## src/common/twsp_pkg.sv

```systemverilog
/*
 * constants for the three-wire serial port: register indices, field positions,
 * reset values and transfer counts.
 * assumes a 10 MHz system clock and a classic wishbone slave with 32-bit data.
 */
package twsp_pkg;

    // ----------------------------------------------------------------
    // register indices (byte address is four times the index)
    // ----------------------------------------------------------------
    localparam logic [15:0] IDX_MODE = 16'hffb0;
    localparam logic [15:0] IDX_CLKSEL = 16'hffb1;
    localparam logic [15:0] IDX_TXBUF = 16'hffb2;
    localparam logic [15:0] IDX_SHIFT = 16'hffb3;

    // ----------------------------------------------------------------
    // field positions
    // ----------------------------------------------------------------
    localparam int MODE_UE_BIT = 7;
    localparam int MODE_TXRX_BIT = 6;
    localparam int MODE_FBS_BIT = 4;
    localparam int MODE_ACT_BIT = 0;
    localparam int CLK_CKP_BIT = 4;
    localparam int CLK_DAP_BIT = 3;
    localparam int CLK_CKS_LSB = 0;

    // ----------------------------------------------------------------
    // reset values and codes
    // ----------------------------------------------------------------
    localparam logic [7:0] MODE_RESET = 8'h00;
    localparam logic [7:0] CLKSEL_RESET = 8'h10;
    localparam logic [2:0] CKS_EXT = 3'h7;
    localparam logic [2:0] BIT_LAST = 3'h7;
    localparam logic [3:0] BITS_PER_UNIT = 4'h8;
    localparam int SYS_CLK_NS = 100;

    typedef enum logic {ST_IDLE, ST_SHIFT} twsp_state_e;

endpackage : twsp_pkg

```

## src/hw/twsp_top.sv

```systemverilog
/*
 * three-wire serial port: wishbone register file, transfer engine, pin control.
 * assumes a classic wishbone master on sys_clk and external pad logic that
 * resolves each two-way pin from its active-low output enable.
 */
// Implementation choice: the Wishbone interface to the registers.
`timescale 1ns/1ns

module twsp_top import twsp_pkg::*; (
    input wire logic sys_clk,
    input wire logic rst_n,
    input wire logic wb_cyc_i,
    input wire logic wb_stb_i,
    input wire logic wb_we_i,
    input wire logic [17:0] wb_adr_i,
    input wire logic [3:0] wb_sel_i,
    input wire logic [31:0] wb_dat_i,
    output logic [31:0] wb_dat_o,
    output logic wb_ack_o,
    input wire logic serial_clk_pin_i,
    output logic serial_clk_pin_o,
    output logic serial_clk_pin_oe_n,
    input wire logic serial_in_pin_i,
    output logic serial_out_pin_o,
    output logic serial_out_pin_oe_n
);
    // ----------------------------------------------------------------
    // state
    // ----------------------------------------------------------------
    twsp_state_e st_q;
    twsp_state_e st_d;
    logic unit_enable_q;
    logic txrx_mode_sel_q;
    logic first_bit_sel_q;
    logic clk_polarity_sel_q;
    logic data_phase_sel_q;
    logic [2:0] count_clk_sel_q;
    logic [7:0] txbuf_q;
    logic [7:0] sr_q;
    logic [7:0] sr_d;
    logic [2:0] bit_cnt_q;
    logic [2:0] bit_cnt_d;
    logic out_bit_q;
    logic out_bit_d;
    logic sck_q;
    logic sck_d;
    logic [1:0] samp_dly_q;
    logic so_q;
    logic sck_oe_n_q;
    logic so_oe_n_q;
    logic ack_q;
    logic [31:0] dat_q;

    // ----------------------------------------------------------------
    // bus decode
    // ----------------------------------------------------------------
    function automatic logic idx_hit(input logic [15:0] idx, input logic [15:0] reg_idx);
        return idx == reg_idx;
    endfunction : idx_hit

    wire bus_req = wb_cyc_i & wb_stb_i & ~ack_q;
    wire [15:0] word_idx = wb_adr_i[17:2];
    wire wr_lo = bus_req & wb_we_i & wb_sel_i[0];
    wire mode_wr = wr_lo & idx_hit(word_idx, IDX_MODE);
    wire clk_wr = wr_lo & idx_hit(word_idx, IDX_CLKSEL);
    wire txb_wr = wr_lo & idx_hit(word_idx, IDX_TXBUF);
    wire sr_rd = bus_req & ~wb_we_i & idx_hit(word_idx, IDX_SHIFT);
    wire comm_active_flag = (st_q == ST_SHIFT);

    wire [7:0] mode_rd = {unit_enable_q, txrx_mode_sel_q, 1'b0, first_bit_sel_q,
                          3'h0, comm_active_flag};
    wire [7:0] clk_rd = {3'h0, clk_polarity_sel_q, data_phase_sel_q, count_clk_sel_q};
    wire [7:0] rd_mux = idx_hit(word_idx, IDX_MODE) ? mode_rd :
                        idx_hit(word_idx, IDX_CLKSEL) ? clk_rd :
                        idx_hit(word_idx, IDX_TXBUF) ? txbuf_q :
                        idx_hit(word_idx, IDX_SHIFT) ? sr_q : 8'h00;

    // ----------------------------------------------------------------
    // transfer triggers and clock events
    // ----------------------------------------------------------------
    wire tx_start = txb_wr & unit_enable_q & txrx_mode_sel_q & ~comm_active_flag;
    wire rx_start = sr_rd & unit_enable_q & ~txrx_mode_sel_q & ~comm_active_flag;
    wire start = tx_start | rx_start;
    wire ext_clk = (count_clk_sel_q == CKS_EXT);
    wire int_tick;
    wire ext_rise;
    wire ext_fall;
    wire si_s;

    twsp_clk_div u_div (
        .sys_clk(sys_clk),
        .rst_n(rst_n),
        .run(comm_active_flag & ~ext_clk),
        .sel(count_clk_sel_q),
        .tick(int_tick)
    );

    twsp_pin_sync u_sync (
        .sys_clk(sys_clk),
        .rst_n(rst_n),
        .clk_pin(serial_clk_pin_i),
        .data_pin(serial_in_pin_i),
        .clk_rise(ext_rise),
        .clk_fall(ext_fall),
        .data_sync(si_s)
    );

    // leading edge leaves idle level, trailing edge returns to it
    wire int_lead = int_tick & (sck_q == clk_polarity_sel_q);
    wire int_trail = int_tick & (sck_q != clk_polarity_sel_q);
    wire ext_lead = clk_polarity_sel_q ? ext_fall : ext_rise;
    wire ext_trail = clk_polarity_sel_q ? ext_rise : ext_fall;
    wire lead_evt = comm_active_flag & (ext_clk ? ext_lead : int_lead);
    wire trail_evt = comm_active_flag & (ext_clk ? ext_trail : int_trail);
    wire sample_raw = data_phase_sel_q ? trail_evt : lead_evt;
    // own clock: sample two cycles late to cover the input synchroniser
    wire sample_evt = ext_clk ? sample_raw : samp_dly_q[1];
    wire change_evt = data_phase_sel_q ? lead_evt : trail_evt;
    wire done_evt = trail_evt & (bit_cnt_q == BIT_LAST);

    wire top_bit = first_bit_sel_q ? sr_q[0] : sr_q[7];
    // shift and change may fall on one edge at the fastest rate
    wire next_bit = first_bit_sel_q ? sr_q[1] : sr_q[6];
    wire load_top = first_bit_sel_q ? wb_dat_i[0] : wb_dat_i[7];
    wire [7:0] sr_shifted = first_bit_sel_q ? {si_s, sr_q[7:1]} : {sr_q[6:0], si_s};

    // ----------------------------------------------------------------
    // next-state logic
    // ----------------------------------------------------------------
    always_comb begin
        st_d = st_q;
        unique case (st_q)
            ST_IDLE: begin
                if (start) begin
                    st_d = ST_SHIFT;
                end
            end
            ST_SHIFT: begin
                if (done_evt) begin
                    st_d = ST_IDLE;
                end
            end
        endcase
        if (!unit_enable_q) begin
            st_d = ST_IDLE;
        end
    end

    assign sr_d = tx_start ? wb_dat_i[7:0] : sample_evt ? sr_shifted : sr_q;
    assign bit_cnt_d = start ? 3'h0 : trail_evt ? 3'(bit_cnt_q + 3'h1) : bit_cnt_q;
    assign out_bit_d = (tx_start & ~data_phase_sel_q) ? load_top :
                       change_evt ? (sample_evt ? next_bit : top_bit) : out_bit_q;
    assign sck_d = (comm_active_flag & ~ext_clk & int_tick) ? ~sck_q :
                   comm_active_flag ? sck_q : clk_polarity_sel_q;

    // ----------------------------------------------------------------
    // registers
    // ----------------------------------------------------------------
    always_ff @(posedge sys_clk) begin
        if (!rst_n) begin
            unit_enable_q <= MODE_RESET[MODE_UE_BIT];
            txrx_mode_sel_q <= MODE_RESET[MODE_TXRX_BIT];
            first_bit_sel_q <= MODE_RESET[MODE_FBS_BIT];
        end else if (mode_wr) begin
            unit_enable_q <= wb_dat_i[MODE_UE_BIT];
            txrx_mode_sel_q <= wb_dat_i[MODE_TXRX_BIT];
            first_bit_sel_q <= wb_dat_i[MODE_FBS_BIT];
        end
    end

    always_ff @(posedge sys_clk) begin
        if (!rst_n) begin
            clk_polarity_sel_q <= CLKSEL_RESET[CLK_CKP_BIT];
            data_phase_sel_q <= CLKSEL_RESET[CLK_DAP_BIT];
            count_clk_sel_q <= CLKSEL_RESET[CLK_CKS_LSB +: 3];
        end else if (clk_wr) begin
            clk_polarity_sel_q <= wb_dat_i[CLK_CKP_BIT];
            data_phase_sel_q <= wb_dat_i[CLK_DAP_BIT];
            count_clk_sel_q <= wb_dat_i[CLK_CKS_LSB +: 3];
        end
    end

    always_ff @(posedge sys_clk) begin
        if (txb_wr) begin
            txbuf_q <= wb_dat_i[7:0];
        end
        sr_q <= sr_d;
    end

    always_ff @(posedge sys_clk) begin
        if (!rst_n) begin
            st_q <= ST_IDLE;
            bit_cnt_q <= 3'h0;
            out_bit_q <= 1'b0;
            sck_q <= CLKSEL_RESET[CLK_CKP_BIT];
            samp_dly_q <= 2'h0;
        end else begin
            st_q <= st_d;
            bit_cnt_q <= bit_cnt_d;
            out_bit_q <= out_bit_d;
            sck_q <= sck_d;
            samp_dly_q <= {samp_dly_q[0], sample_raw & ~ext_clk};
        end
    end

    always_ff @(posedge sys_clk) begin
        if (!rst_n) begin
            so_q <= 1'b0;
            sck_oe_n_q <= 1'b1;
            so_oe_n_q <= 1'b1;
        end else begin
            so_q <= txrx_mode_sel_q & out_bit_q;
            sck_oe_n_q <= ~(unit_enable_q & ~ext_clk);
            so_oe_n_q <= ~unit_enable_q;
        end
    end

    always_ff @(posedge sys_clk) begin
        if (!rst_n) begin
            ack_q <= 1'b0;
            dat_q <= 32'h0000_0000;
        end else begin
            ack_q <= bus_req;
            if (bus_req && !wb_we_i) begin
                dat_q <= {24'h00_0000, rd_mux};
            end
        end
    end

    assign wb_ack_o = ack_q;
    assign wb_dat_o = dat_q;
    assign serial_clk_pin_o = sck_q;
    assign serial_clk_pin_oe_n = sck_oe_n_q;
    assign serial_out_pin_o = so_q;
    assign serial_out_pin_oe_n = so_oe_n_q;

    // ----------------------------------------------------------------
    // assertions
    // ----------------------------------------------------------------
    logic [3:0] samp_cnt_q;
    always_ff @(posedge sys_clk) begin
        if (!rst_n || start) begin
            samp_cnt_q <= 4'h0;
        end else if (sample_evt) begin
            samp_cnt_q <= 4'(samp_cnt_q + 4'h1);
        end
    end
endmodule : twsp_top

```

## src/hw/twsp_pin_sync.sv

```systemverilog
/*
 * two-flop synchronisers for the serial clock and serial input pins, with
 * edge detection on the synchronised clock.
 * assumes pins are asynchronous to sys_clk and slower than sys_clk / 4.
 */
`timescale 1ns/1ns
module twsp_pin_sync (
    input wire logic sys_clk,
    input wire logic rst_n,
    input wire logic clk_pin,
    input wire logic data_pin,
    output logic clk_rise,
    output logic clk_fall,
    output logic data_sync
);
    logic [1:0] clk_meta_q;
    logic [1:0] data_meta_q;
    logic clk_prev_q;

    // ----------------------------------------------------------------
    // synchronisers
    // ----------------------------------------------------------------
    always_ff @(posedge sys_clk) begin
        if (!rst_n) begin
            clk_meta_q <= 2'h0;
            data_meta_q <= 2'h0;
            clk_prev_q <= 1'b0;
        end else begin
            clk_meta_q <= {clk_meta_q[0], clk_pin};
            data_meta_q <= {data_meta_q[0], data_pin};
            clk_prev_q <= clk_meta_q[1];
        end
    end

    assign clk_rise = clk_meta_q[1] & ~clk_prev_q;
    assign clk_fall = ~clk_meta_q[1] & clk_prev_q;
    assign data_sync = data_meta_q[1];

endmodule : twsp_pin_sync

```

## src/hw/twsp_clk_div.sv

```systemverilog
/*
 * serial clock divider: one-cycle tick every half period of sys_clk / 2^(sel+2).
 * assumes run is low between transfers so each transfer starts from phase zero.
 */
`timescale 1ns/1ns
module twsp_clk_div (
    input wire logic sys_clk,
    input wire logic rst_n,
    input wire logic run,
    input wire logic [2:0] sel,
    output logic tick
);
    logic [7:0] cnt_q;
    logic [7:0] cnt_d;
    logic [7:0] half_mask;

    // ----------------------------------------------------------------
    // half-period mask
    // ----------------------------------------------------------------
    function automatic logic [7:0] half_mask_f(input logic [2:0] s);
        logic [8:0] full;
        full = 9'h002 << s;
        return 8'(full - 9'h001);
    endfunction : half_mask_f

    assign half_mask = half_mask_f(sel);
    assign tick = run & ((cnt_q & half_mask) == half_mask);
    assign cnt_d = run ? 8'(cnt_q + 8'h01) : 8'h00;

    always_ff @(posedge sys_clk) begin
        if (!rst_n) begin
            cnt_q <= 8'h00;
        end else begin
            cnt_q <= cnt_d;
        end
    end

endmodule : twsp_clk_div

```

## config.mk

```make
export PLATFORM = sky130hd
export DESIGN_NAME = twsp_top
export DESIGN_NICKNAME = d
export VERILOG_FILES = /design/src/common/twsp_pkg.sv /design/src/hw/twsp_top.sv /design/src/hw/twsp_pin_sync.sv /design/src/hw/twsp_clk_div.sv
export SDC_FILE = /design/constraint.sdc
export NUM_CORES = 1
export LEC_CHECK = 0
export BUFFER_PORTS_ARGS = -buffer_cell sky130_fd_sc_hd__buf_4
export CAP_MARGIN = 40
export CELL_PAD_IN_SITES_DETAIL_PLACEMENT = 0
export CELL_PAD_IN_SITES_GLOBAL_PLACEMENT = 1
export CORE_MARGIN = 2
export CORE_UTILIZATION = 40
export CTS_CLUSTER_SIZE = 10
export DETAILED_ROUTE_END_ITERATION = 7
export PLACE_DENSITY = 0.95
export RECOVER_POWER = 50
export SYNTH_ARGS = -nofsm -noshare
export SYNTH_HDL_FRONTEND = slang
export SYNTH_SLANG_ARGS = --single-unit
export TNS_END_PERCENT = 5
```

## constraint.sdc

```tcl
create_clock -name sys_clk -period 3.8 [get_ports sys_clk]
set_clock_uncertainty 0.05 [all_clocks]
set_input_delay 0.19 -clock sys_clk [delete_from_list [all_inputs] [get_ports sys_clk]]
set_output_delay 0.19 -clock sys_clk [all_outputs]
set_load 0.03 [all_outputs]
```

* Word-level counts from Yosys, hierarchy flattened
Index checks and enable logic that the tools add are counted.
Storage, ports and cells: flip-flop bits (word level) 57, bits of input ports 61, logic and storage cells 111
Operators by class: $add $sub $neg 3, equal/unequal tests 10, shifts and indexed selects 1, mux-type cells 25, bitwise operators 43, reductions and logical operators 7
Operators with widths (number):
- $eq A16 B16 Y1 const B | 4
- $mux W8 | 7
- $and A1 B1 Y1 | 29
- $mux W1 | 17
- $not A1 Y1 | 12
- $add A8 B1 Y8 const B | 1
- $and A8 B8 Y8 | 1
- $eq A8 B8 Y1 | 1
- $shl A2 B3 Y8 const A | 1
- $sub A8 B1 Y8 const B | 1
- $eq A3 B3 Y1 const B | 2
- $reduce_and A2 Y1 | 2
- $reduce_bool A2 Y1 | 2
- $add A3 B1 Y3 const B | 1
- $ne A2 B1 Y1 const B | 1
- $pmux W1 S2 | 1
- $reduce_or A2 Y1 | 1
- $eq A1 B1 Y1 | 1
- $logic_and A1 B1 Y1 | 1
- $logic_not A1 Y1 | 1
- $ne A1 B1 Y1 | 1
- $or A1 B1 Y1 | 1

* Logic depth before layout (Yosys ltp)
Gate-level depths: netlist of run 1.
depth after elaboration 13, mapped depth 8, mapped depth without buffers 6

* Cells and area by module
From an unflattened synthesis of run 1, not the netlist that was laid out.
Unflattened totals: cell total of the unflattened synthesis 310, area, all modules 2947.8 um^2
By module, submodules not included:
- twsp_top | instances 1, cells an instance 245, area an instance 2348.5 um^2, sequential area each 1041.0 um^2
- twsp_clk_div | instances 1, cells an instance 53, area an instance 455.4 um^2, sequential area each 160.2 um^2
- twsp_pin_sync | instances 1, cells an instance 12, area an instance 143.9 um^2, sequential area each 100.1 um^2

* Least setup slack after synthesis of run 1
No wires, ideal clock.
kind in2reg, start point input port wb_adr_i[8], end point register sr_q[0], enable pin, arrival time 1942 ps, data required time 3374 ps, setup slack 1432 ps, stages on the path 6, path buffers 2, cell sequence or4b_4 > nor4_1 > nand3_1 > clkbuf_1 > clkbuf_1 > o211ai_1
Between the ends: longest elaborated chain between the ends 6
Ends and longest elaborated chain:
- from (decl) | RTL line twsp_top.sv:15 | input wire logic [17:0] wb_adr_i,
- $eq A16 B16 Y1 | RTL line twsp_top.sv:58 | return idx == reg_idx;
- $and A1 B1 Y1 | RTL line twsp_top.sv:66 | wire txb_wr = wr_lo & idx_hit(word_idx, IDX_TXBUF);
- $and A1 B1 Y1 (3 in series) | RTL line twsp_top.sv:81 | wire tx_start = txb_wr & unit_enable_q & txrx_mode_sel_q & ~comm_active_flag;
- $reduce_bool A2 Y1 (no line)
- to (signal assigned) | RTL line twsp_top.sv:187 | sr_q <= sr_d;
- to (decl) | RTL line twsp_top.sv:39 | logic [7:0] sr_q;
No other way between the ends. A chain may end at the register's enable or synchronous reset.

* Worst setup path after layout of run 1
start point input port wb_adr_i[8], end point register sr_q[1], enable pin
Same word-level chain as after synthesis.

==> metrics.md, run 1 <==
| Metric | Value |
|---|---|
| Die span in x | `88.49 microns` |
| Hold crit path type | `in -> reg` |
| Number of diodes | `0` |
| Initial antenna violation count | `0` |
| PortBufs | `44` |
| CP startpoint | `wb_adr_i[8]` |
| YS warnings | `0` |
| Nets | `~400` |
| Largest net degree at the start of global routing | `19` |
| DP HPWL | `between 4000 and 5000 microns` |
| Critical Path AT | `2.29 ns` |
| R2R Path Start | `wb_ack_o` |
| Crit Path Class | `in -> reg` |
| PwrDens | `324.6 nW/um^2` |
| Initial Util | `approximately two fifths` |
| Vias | `2147` |
| Post-route ant nets | `0` |
| Crit Path Max Fanout | `11` |
| Synth async-reset ratio | `0%` |
| Status | `finished clean` |
| Congestion Overflow GR | `0` |
| CP Launch Type | `input port` |
| GRT Total Usage | `14.90%` |
| Minimum clock period | `2.384 ns` |
| Worst Path Required | `3.71 ns` |
| RSZ-0062 raised after global routing | `no` |
| Setup TNS | `0 ns` |
| Distinct cells, synth | `47` |
| PostCTS Resize Cnt | `0` |
| Final hold violations | `0` |
| Final worst-path cycle share | `62.73%` |
| Cell Area, Placed | `3174 sq um` |
| Root Driver | `clkbuf_8` |
| Synth area leader | `dfxtp_1` |
| Sequential share of the synthesized area | `44.87%` |
| Slew headroom | `45.32%` |
| Top FF cell, synth | `dfxtp_1` |
| H-tree levels | `2` |
| Clock Pin Slew Worst Setup and Hold Paths | `0.10 ns` |
| Fillers | `693` |
| Rows | `30` |
| Area Overhead vs Synth | `11.88%` |
| Routed Wire Length | `roughly 5700 microns` |
| Clock buffer depth | `2` |
| Final Instance Area | `between 3000 and 4000 sq um` |
| Chip Height | `88.49 microns` |
| Initial DRT Pass Iterations | `4` |
| Clock sinks | `56` |
| Die ar. | `7830 sq um` |
| Peak VDD IR | `0.1991 mV` |
| Crit path capture type | `flip-flop` |
| Post-Syn Area | `roughly 2900 sq um` |
| Hold Startpoint | `serial_in_pin_i` |
| CTS Buf Count | `5` |
| Cell count after synthesis | `290` |
| Drt initial violations | `116` |
| Post-synth top area share | `28.05%` |
| Drt drc | `0` |
| Max-cap violations | `0` |
| Wire per inst | `13.37 microns` |
| Vias in the first global route | `1988` |
| I/O pins | `approximately 100` |
| Max-slew violation count | `0` |
| CTS tree | `built` |
| Global-route wire length before repair | `between 9000 and 10000 microns` |
| Core area | `6869 sq um` |
| Layout cells sized above 1 | `14.20%` |
| Mean Syn Cell Area | `9.846 sq um` |
| Vias/cell | `5.028` |
| Top post-synthesis cells by area | `dfxtp_1 (28%), edfxtp_1 (17%), mux2i_1 (8.4%), buf_4 (6.3%), nor2_1 (3.9%)` |
| Clock Latency Late Sink | `0.32 ns` |
| Overall power | `1.037 mW` |
| GP Congestion | `roughly 0.80` |
| Post-synth EDFFs | `16` |
| #FFs+latches synth | `56` |
| Max Clock Freq | `0.4195 GHz` |
| Leakage | `1.152 nW` |
| Final setup violation count | `0` |
| Worst slew pin tran | `0.8166 ns` |
==> worst paths after layout <==
check | cells after the start | to | slack [ns]
setup / recovery | 5 | sr_q[1] | 1.42
hold / removal | 2 | u_sync.data_meta_q[0] | 0.02
setup reg to reg | 4 | sr_q[1] | 1.51
hold reg to reg | 1 | samp_dly_q[1] | 0.39
==> synthesized netlist by cell type, types with 2 or more instances <==
master,number
ha_1,3
mux2i_1,24
xnor2_1,3
nand3b_1,4
o211ai_1,3
clkbuf_1,10
nand4_1,7
mux2_2,5
inv_1,6
buf_4,24
and2_1,8
nor3_1,2
nand3_1,18
mux4_2,3
and3_1,4
nand2_1,17
buf_1,2
nor2_1,30
nor2b_1,2
a21oi_1,19
nand2b_1,4
dfxtp_1,40
xor2_1,6
a22o_1,3
a211oi_1,2
o21ai_0,4
nor4_4,2
edfxtp_1,16
==> logic make-up (layout without fill, tap and decap cells) <==
kind of cell             count (synthesis)  after routing  synth area share (%)
flip-flops                              56             56                 44.87
AO/OA/AOI/OAI                           40             40                 9.028
XOR/XNOR                                 9              9                 2.761
buffers and inverters                   43             61                 8.808
multiplexers                            32             32                 12.75
adder cells (fa/ha/maj)                  3              3                 1.315
other                                    1             24                0.1313
AND/OR/NAND/NOR                        106            106                 20.33
==> metal layers <==
layer	share of wire (%)	routed length [microns]	GRT usage, %	vias up
met5	0	0	0	-
met4	1.4	78	4.545	0
met3	5.9	336	3.265	7
met2	49	2772	25.43	58
met1	44	2522	18.93	1017
li1	-	-	-	1065
==> cells in the final DEF, fill, tap and decap left out, drive strengths merged, types with 3 or more instances in the layout <==
cell type and count:
and3 4, edfxtp 16, dfxtp 40, mux2 5, xor2 6, buf 23, nand3b 4, mux4 3
nor4 3, xnor2 3, mux2i 24, conb 24, nand3 18, a22o 3, inv 7, o211ai 3
o21ai 4, a21oi 19, nand4 7, ha 3, nor2 30, and2 8, clkbuf 27, nand2b 4
nand2 17
==> final cells by class <==
type                       count  area, sq um  share of cell area (%)
clock inverter                 3        23.77                  0.7442
inverter                       7        26.28                  0.8226
clock buffer                   5        68.82                   2.154
tap                           96        120.1                   3.760
timing repair buffer          46        265.3                   8.304
multi-input combinational    214         1409                   44.10
sequential                    56         1281                   40.11
==> timing repair <==
| item | CTS | global route |
|---|---|---|
| hold buffers | 0 | 1 |
| setup buffers | 0 | 0 |
| endpoints found under the hold margin | 0 | 1 |
==> critical path: stages <==
cell,delay (ns)
buf_4,0.11
or4b_4,0.55
nor4_1,0.49
nand3_1,0.43
o211ai_1,0.52
==> metrics by stage <==
step	setup slack [ns]	instances	utilization (%)	hold slack, ns
6_report	1.416	427	46.50	0.02395
3_3_place_gp	1.005	418	46.21	0.3378
5_1_grt	1.189	427	46.50	0.02172
4_1_cts	1.372	426	47.56	0.001131
3_5_place_dp	1.023	418	46.21	0.3387
2_1_floorplan	1.432	313	-	0.2294
==> power by group <==
part / leakage (nW) / internal (mW) / switching [mW]
Clock: 0.0404 / 0.131 / 0.203
Combinational: 0.645 / 0.0278 / 0.0602
Sequential: 0.467 / 0.614 / 0.00125
==> flip-flops by register name (all words and copies together), names as in the netlist <==
register and cells:
bit_cnt_q 3, clk_polarity_sel_q 1, comm_active_flag 1, count_clk_sel_q 3, data_phase_sel_q 1, first_bit_sel_q 1, out_bit_q 1, samp_dly_q 2
serial_clk_pin_o 1, serial_clk_pin_oe_n 1, serial_out_pin_o 1, serial_out_pin_oe_n 1, sr_q 8, txbuf_q 8, txrx_mode_sel_q 1, u_div.cnt_q 7
u_sync.clk_meta_q 2, u_sync.clk_prev_q 1, u_sync.data_meta_q 2, unit_enable_q 1, wb_ack_o 1, wb_dat_o 8
Note: power is estimated with default switching activity, not from simulation.
==> run 2, diff against run 1 <==
CORE_UTILIZATION = 34   (was 40)
PLACE_DENSITY = 0.88   (was 0.95)
clock period = 2 ns   (was 3.8 ns; I/O delays follow)
==> metrics.md, run 2 (synthesis gave the netlist of run 1 again) <==
| Metric | Value |
|---|---|
| Congestion Overflow GR | `0` |
| Initial DRT Pass Iterations | `4` |
| Hold crit path type | `in -> reg` |
| Final Worst Setup Slack | `approximately 0.12 ns` |
| Post-route ant nets | `0` |
| Slowest CP cell | `dfxtp_1` |
| Status | `finished clean` |
| CTS Buf Count | `5` |
| Chip Height | `roughly 96 microns` |
| I/O pins | `98` |
| Global-route wire length before repair | `9922 microns` |
| GP Congestion | `0.8253` |
| Number of diodes | `0` |
| CTS tree | `built` |
| Final worst-path cycle share | `94.17%` |
| CP Launch Type | `flip-flop` |
| # hold bufs at CTS | `10` |
| Final core utilization | `42.23%` |
| Fillers | `~840` |
| Final hold slack | `roughly 0.024 ns` |
| Crit Path Class | `reg -> reg` |
| Root Driver | `clkbuf_8` |
| GRT Total Usage | `approximately 14%` |
| Core area | `8175 sq um` |
| Vias in the first global route | `2091` |
| Clock buffer depth | `2` |
| Max-slew violation count | `0` |
| Max Clock Freq | `0.5309 GHz` |
| M2 GR Usage | `approximately 22%` |
| Dpl ws | `0.07692 ns` |
| Final hold violations | `0` |
| Minimum clock period | `1.883 ns` |
| Critical Path AT | `2.06 ns` |
| Initial antenna violation count | `0` |
| Drt drc | `0` |
| Cell Area, Placed | `3332 sq um` |
| DP HPWL | `4542 microns` |
| PortBufs | `44` |
| Clock Pin Slew Worst Setup and Hold Paths | `~0.10 ns` |
| Crit Path Max Fanout | `5` |
| Crit path capture type | `flip-flop` |
| Slew headroom | `66.36%` |
| Final setup violation count | `0` |
| Rows | `33` |
| Initial Util | `34.93%` |
| Drt initial violations | `98` |
| Nets | `418` |
| Met1 Usage GRT | `18.36%` |
| Worst Path Required | `2.17 ns` |
| PwrDens | `606.2 nW/um^2` |
| Met3 usage | `2.846%` |
| PostCTS Resize Cnt | `0` |
| Vias/cell | `4.872` |
| Multi-input logic area | `1429 sq um` |
| Leakage | `approximately 1.3 nW` |
| Die span in x | `95.64 microns` |
| Cells along the critical path | `a21bo_2, a221o_1, o2111ai_1, o2bb2ai_1, o32a_1, a211oi_1` |
| Reg area | `1281 sq um` |
| Clock sinks | `56` |
| Top Usage Layer GRT | `met2` |
| Max-cap violations | `0` |
| Wire per inst | `13.23 microns` |
| Largest net degree at the start of global routing | `17` |
| Commonest cells after routing, fill and taps aside | `dfxtp_1 (40), buf_4 (34), nor2_1 (30)` |
| Area Overhead vs Synth | `20.90%` |
| Clock Latency Late Sink | `between 0.3 and 0.4 ns` |
| Worst slew pin tran | `around 0.50 ns` |
| Vias | `2241` |
| Layout cells sized above 1 | `17.46%` |
| RSZ-0062 raised after global routing | `no` |
| Die ar. | `between 9000 and 10000 sq um` |
| Commonest non-fill, non-tap cell in the layout | `dfxtp_1` |
| Post-CTS Setup Bufs | `0` |
| Routed Wire Length | `6085 microns` |
| Final Instance Area | `3452 sq um` |
| Peak per-stage delay on the critical path | `0.41 ns` |
| H-tree levels | `2` |
| Peak VDD IR | `0.2573 mV` |
==> run 2: changes by cell type in the layout (fill, tap and decap cells not counted), moves of 2 or more <==
cell / delta
buf_4: +11
dlygate4sd3_1: +9
clkbuf_1: +2
clkbuf_4: +2
clkinvlp_4: -2
==> run 2: cell type report <==
class,count,area share (%)
Sequential cell,56,37.11
Clock inverter,2,1.015
Timing Repair Buffer,70,13.81
Clock buffer,6,2.102
Inverter,7,0.7611
Tap cell,105,3.806
Multi-Input combinational cell,214,41.39
==> run 2: final timing paths <==
kind / startpoint / to / slack (ns) / cells past startpoint
setup / recovery: count_clk_sel_q[2] / out_bit_q / 0.12 / 6
hold / removal: rst_n / clk_polarity_sel_q / 0.02 / 2
setup reg to reg: count_clk_sel_q[2] / out_bit_q / 0.12 / 6
hold reg to reg: u_sync.clk_meta_q[0] / u_sync.clk_meta_q[1] / 0.39 / 1
==> run 2: where the power goes <==
| group | switching [mW] | internal (mW) | leakage, nW |
|---|---|---|---|
| Sequential | 0.00231 | 1.17 | 0.467 |
| Clock | 0.365 | 0.372 | 0.0552 |
| Combinational | 0.121 | 0.0658 | 0.770 |
==> run 2: stage by stage <==
| step | setup TNS (ns) | cells | power (mW) |
|---|---|---|---|
| 2_1_floorplan | -0.4678 | 313 | 1.341 |
| 3_3_place_gp | 0 | 442 | 1.374 |
| 3_5_place_dp | 0 | 442 | 1.376 |
| 4_1_cts | 0 | 460 | 2.122 |
| 5_1_grt | 0 | 460 | 2.168 |
| 6_report | 0 | 460 | 2.093 |
==> run 2: routing by layer <==
layer | share of wire (%) | wire, microns | up-vias
met5 | 0 | 0 | -
met4 | 2.5 | 150 | 0
met3 | 4.9 | 296 | 14
met2 | 47 | 2843 | 59
met1 | 46 | 2793 | 1054
li1 | - | - | 1114
==> run 2: critical path, delay by kind of cell (launching register included) <==
family | cells | cell delay [ns]
DFF | 1 | 0.41
AOI/OAI and AO/OA | 6 | 1.33
==> run 3, diff against run 2 <==
CORE_MARGIN = unset   (was 2)
==> metrics.md, run 3 (synthesis gave the netlist of run 1 again) <==
| Metric | Value |
|---|---|
| Die span in x | `approximately 94 microns` |
| H-tree levels | `2` |
| Drt initial violations | `83` |
| CTS Buf Count | `5` |
| Clock Latency Late Sink | `approximately 0.30 ns` |
| I/O pins | `about 100` |
| Crit. path cell count | `6` |
| Vias/cell | `4.789` |
| Number of diodes | `0` |
| Final hold slack | `~0.011 ns` |
| Fillers | `823` |
| CP startpoint | `count_clk_sel_q[2]` |
| Status | `finished clean` |
| Crit path capture type | `flip-flop` |
| Final hold violations | `0` |
| Max Clock Freq | `~0.53 GHz` |
| Reg2reg setup slack | `0.1 ns` |
| Wire per inst | `12.76 microns` |
| Layout cells sized above 1 | `~17%` |
| Critical Path AT | `2.07 ns` |
| Peak per-stage delay on the critical path | `0.43 ns` |
| Core area | `8175 sq um` |
| R2R Path Start | `count_clk_sel_q[2]` |
| Minimum clock period | `about 1.9 ns` |
| Slew headroom | `between 60% and 70%` |
| PortBufs | `44` |
| Final Worst Setup Slack | `0.09572 ns` |
| Dpl ws | `0.04629 ns` |
| Commonest cells after routing, fill and taps aside | `dfxtp_1 (40), buf_4 (32), nor2_1 (30)` |
| Crit path buf inv count | `0` |
| Clock buffer depth | `2` |
| Vias | `2198` |
| GP Congestion | `0.7752` |
| Leakage | `1.270 nW` |
| CP top delay family | `compound AO/OA/AOI/OAI gates` |
| CTS tree | `built` |
| Final setup violation count | `0` |
| Worst Path Required | `between 2 and 2.5 ns` |
| CP Launch Type | `flip-flop` |
| Slowest CP cell | `dfxtp_1` |
| Initial Util | `34.93%` |
| Congestion Overflow GR | `0` |
| Reg2reg end | `out_bit_q` |
| Post-route ant nets | `0` |
| Initial antenna violation count | `0` |
| Post-CTS Setup Bufs | `0` |
| Initial DRT Pass Iterations | `4` |
| Worst slew pin tran | `around 0.52 ns` |
| Hold crit path type | `in -> reg` |
| Clock Pin Slew Worst Setup and Hold Paths | `roughly 0.090 ns` |
| Crit Path Class | `reg -> reg` |
| Cells on worst reg2reg path | `6` |
| Root Driver | `clkbuf_8` |
| Chip Height | `93.64 microns` |
| Global-route wire length before repair | `9370 microns` |
| Rows | `33` |
| Routed Wire Length | `5859 microns` |
| RSZ-0062 raised after global routing | `no` |
| PostCTS Resize Cnt | `0` |
| Area Overhead vs Synth | `19.59%` |
| Worst Setup EP | `out_bit_q` |
| Max-slew violation count | `0` |
| Drt drc | `0` |
| Commonest non-fill, non-tap cell in the layout | `dfxtp_1` |
| Crit Path Max Fanout | `6` |
| Nets | `417` |
| GRT Total Usage | `between 10% and 20%` |
| Cells along the critical path | `a21bo_2, a221o_1, o2111ai_1, o2bb2ai_1, o32a_1, a211oi_1` |
| DP HPWL | `4431 microns` |
| Peak VDD IR | `0.3278 mV` |
| PwrDens | `roughly 570 nW/um^2` |
| Vias in the first global route | `2053` |
| Max-cap violations | `0` |
| Largest net degree at the start of global routing | `17` |
| Clock sinks | `56` |
| Setup TNS | `0 ns` |
| Die ar. | `8768 sq um` |
| Final worst-path cycle share | `a little over nine tenths` |
run 3: cell types whose count changed in the layout (fill, tap and decap cells not counted):
cell,previous run,this run
bufinv_16,1,0
clkbuf_1,24,26
buf_4,34,32
run 3: layout make-up:
class	count	area (sq um)	area share, %
tap	105	131.4	3.848
clock buffer	7	76.32	2.235
sequential	56	1281	37.52
inverter	7	26.28	0.7695
timing repair buffer	69	465.4	13.63
clock inverter	1	5.005	0.1466
multi-input combinational	214	1429	41.85
run 3: timing repair:
action / CTS / global route
endpoints found under the setup margin: 0 / 0
hold buffers: 10 / 0
endpoints found under the hold margin: 10 / 0
run 3: how the worst min path moves through the flow:
stage	start	to	slack [ns]	depth (start not counted)
floorplan	rst_n	serial_out_pin_oe_n	0.14	1
global placement	wb_dat_i[5]	txbuf_q[5]	0.25	1
detailed placement	wb_dat_i[5]	txbuf_q[5]	0.25	1
CTS	rst_n	clk_polarity_sel_q	0.003	2
global route	rst_n	clk_polarity_sel_q	0.01	2
finish	rst_n	clk_polarity_sel_q	0.01	2
run 3: power breakdown:
part	switching, mW	leakage, nW	internal, mW
registers	0.00223	0.467	1.17
logic	0.119	0.761	0.0659
clock network	0.339	0.0422	0.247
total	0.460	1.27	1.48
run 3: worst register-to-register path: stages, from the launching register on:
cell and delay, ns:
dfxtp_1 0.43, a21bo_2 0.25, a221o_1 0.29, o2111ai_1 0.12
o2bb2ai_1 0.12, o32a_1 0.33, a211oi_1 0.22
run 3: metrics by stage:
stage | util [%] | area (sq um) | std cells | total power, mW
floorplan | - | 2970 | 313 | 1.341
global placement | 40.66 | 3324 | 441 | 1.372
detailed placement | 40.66 | 3324 | 441 | 1.375
CTS | 42.88 | 3506 | 459 | 1.975
global route | 41.77 | 3415 | 459 | 2.012
finish | 41.77 | 3415 | 459 | 1.939
run 3: per-layer routing:
metal	GRT usage [%]	vias up	wire, microns
li1	-	1108	-
met1	17.48	1034	2750
met2	23.47	51	2816
met3	2.439	5	255
met4	3.077	0	38
met5	0	-	0
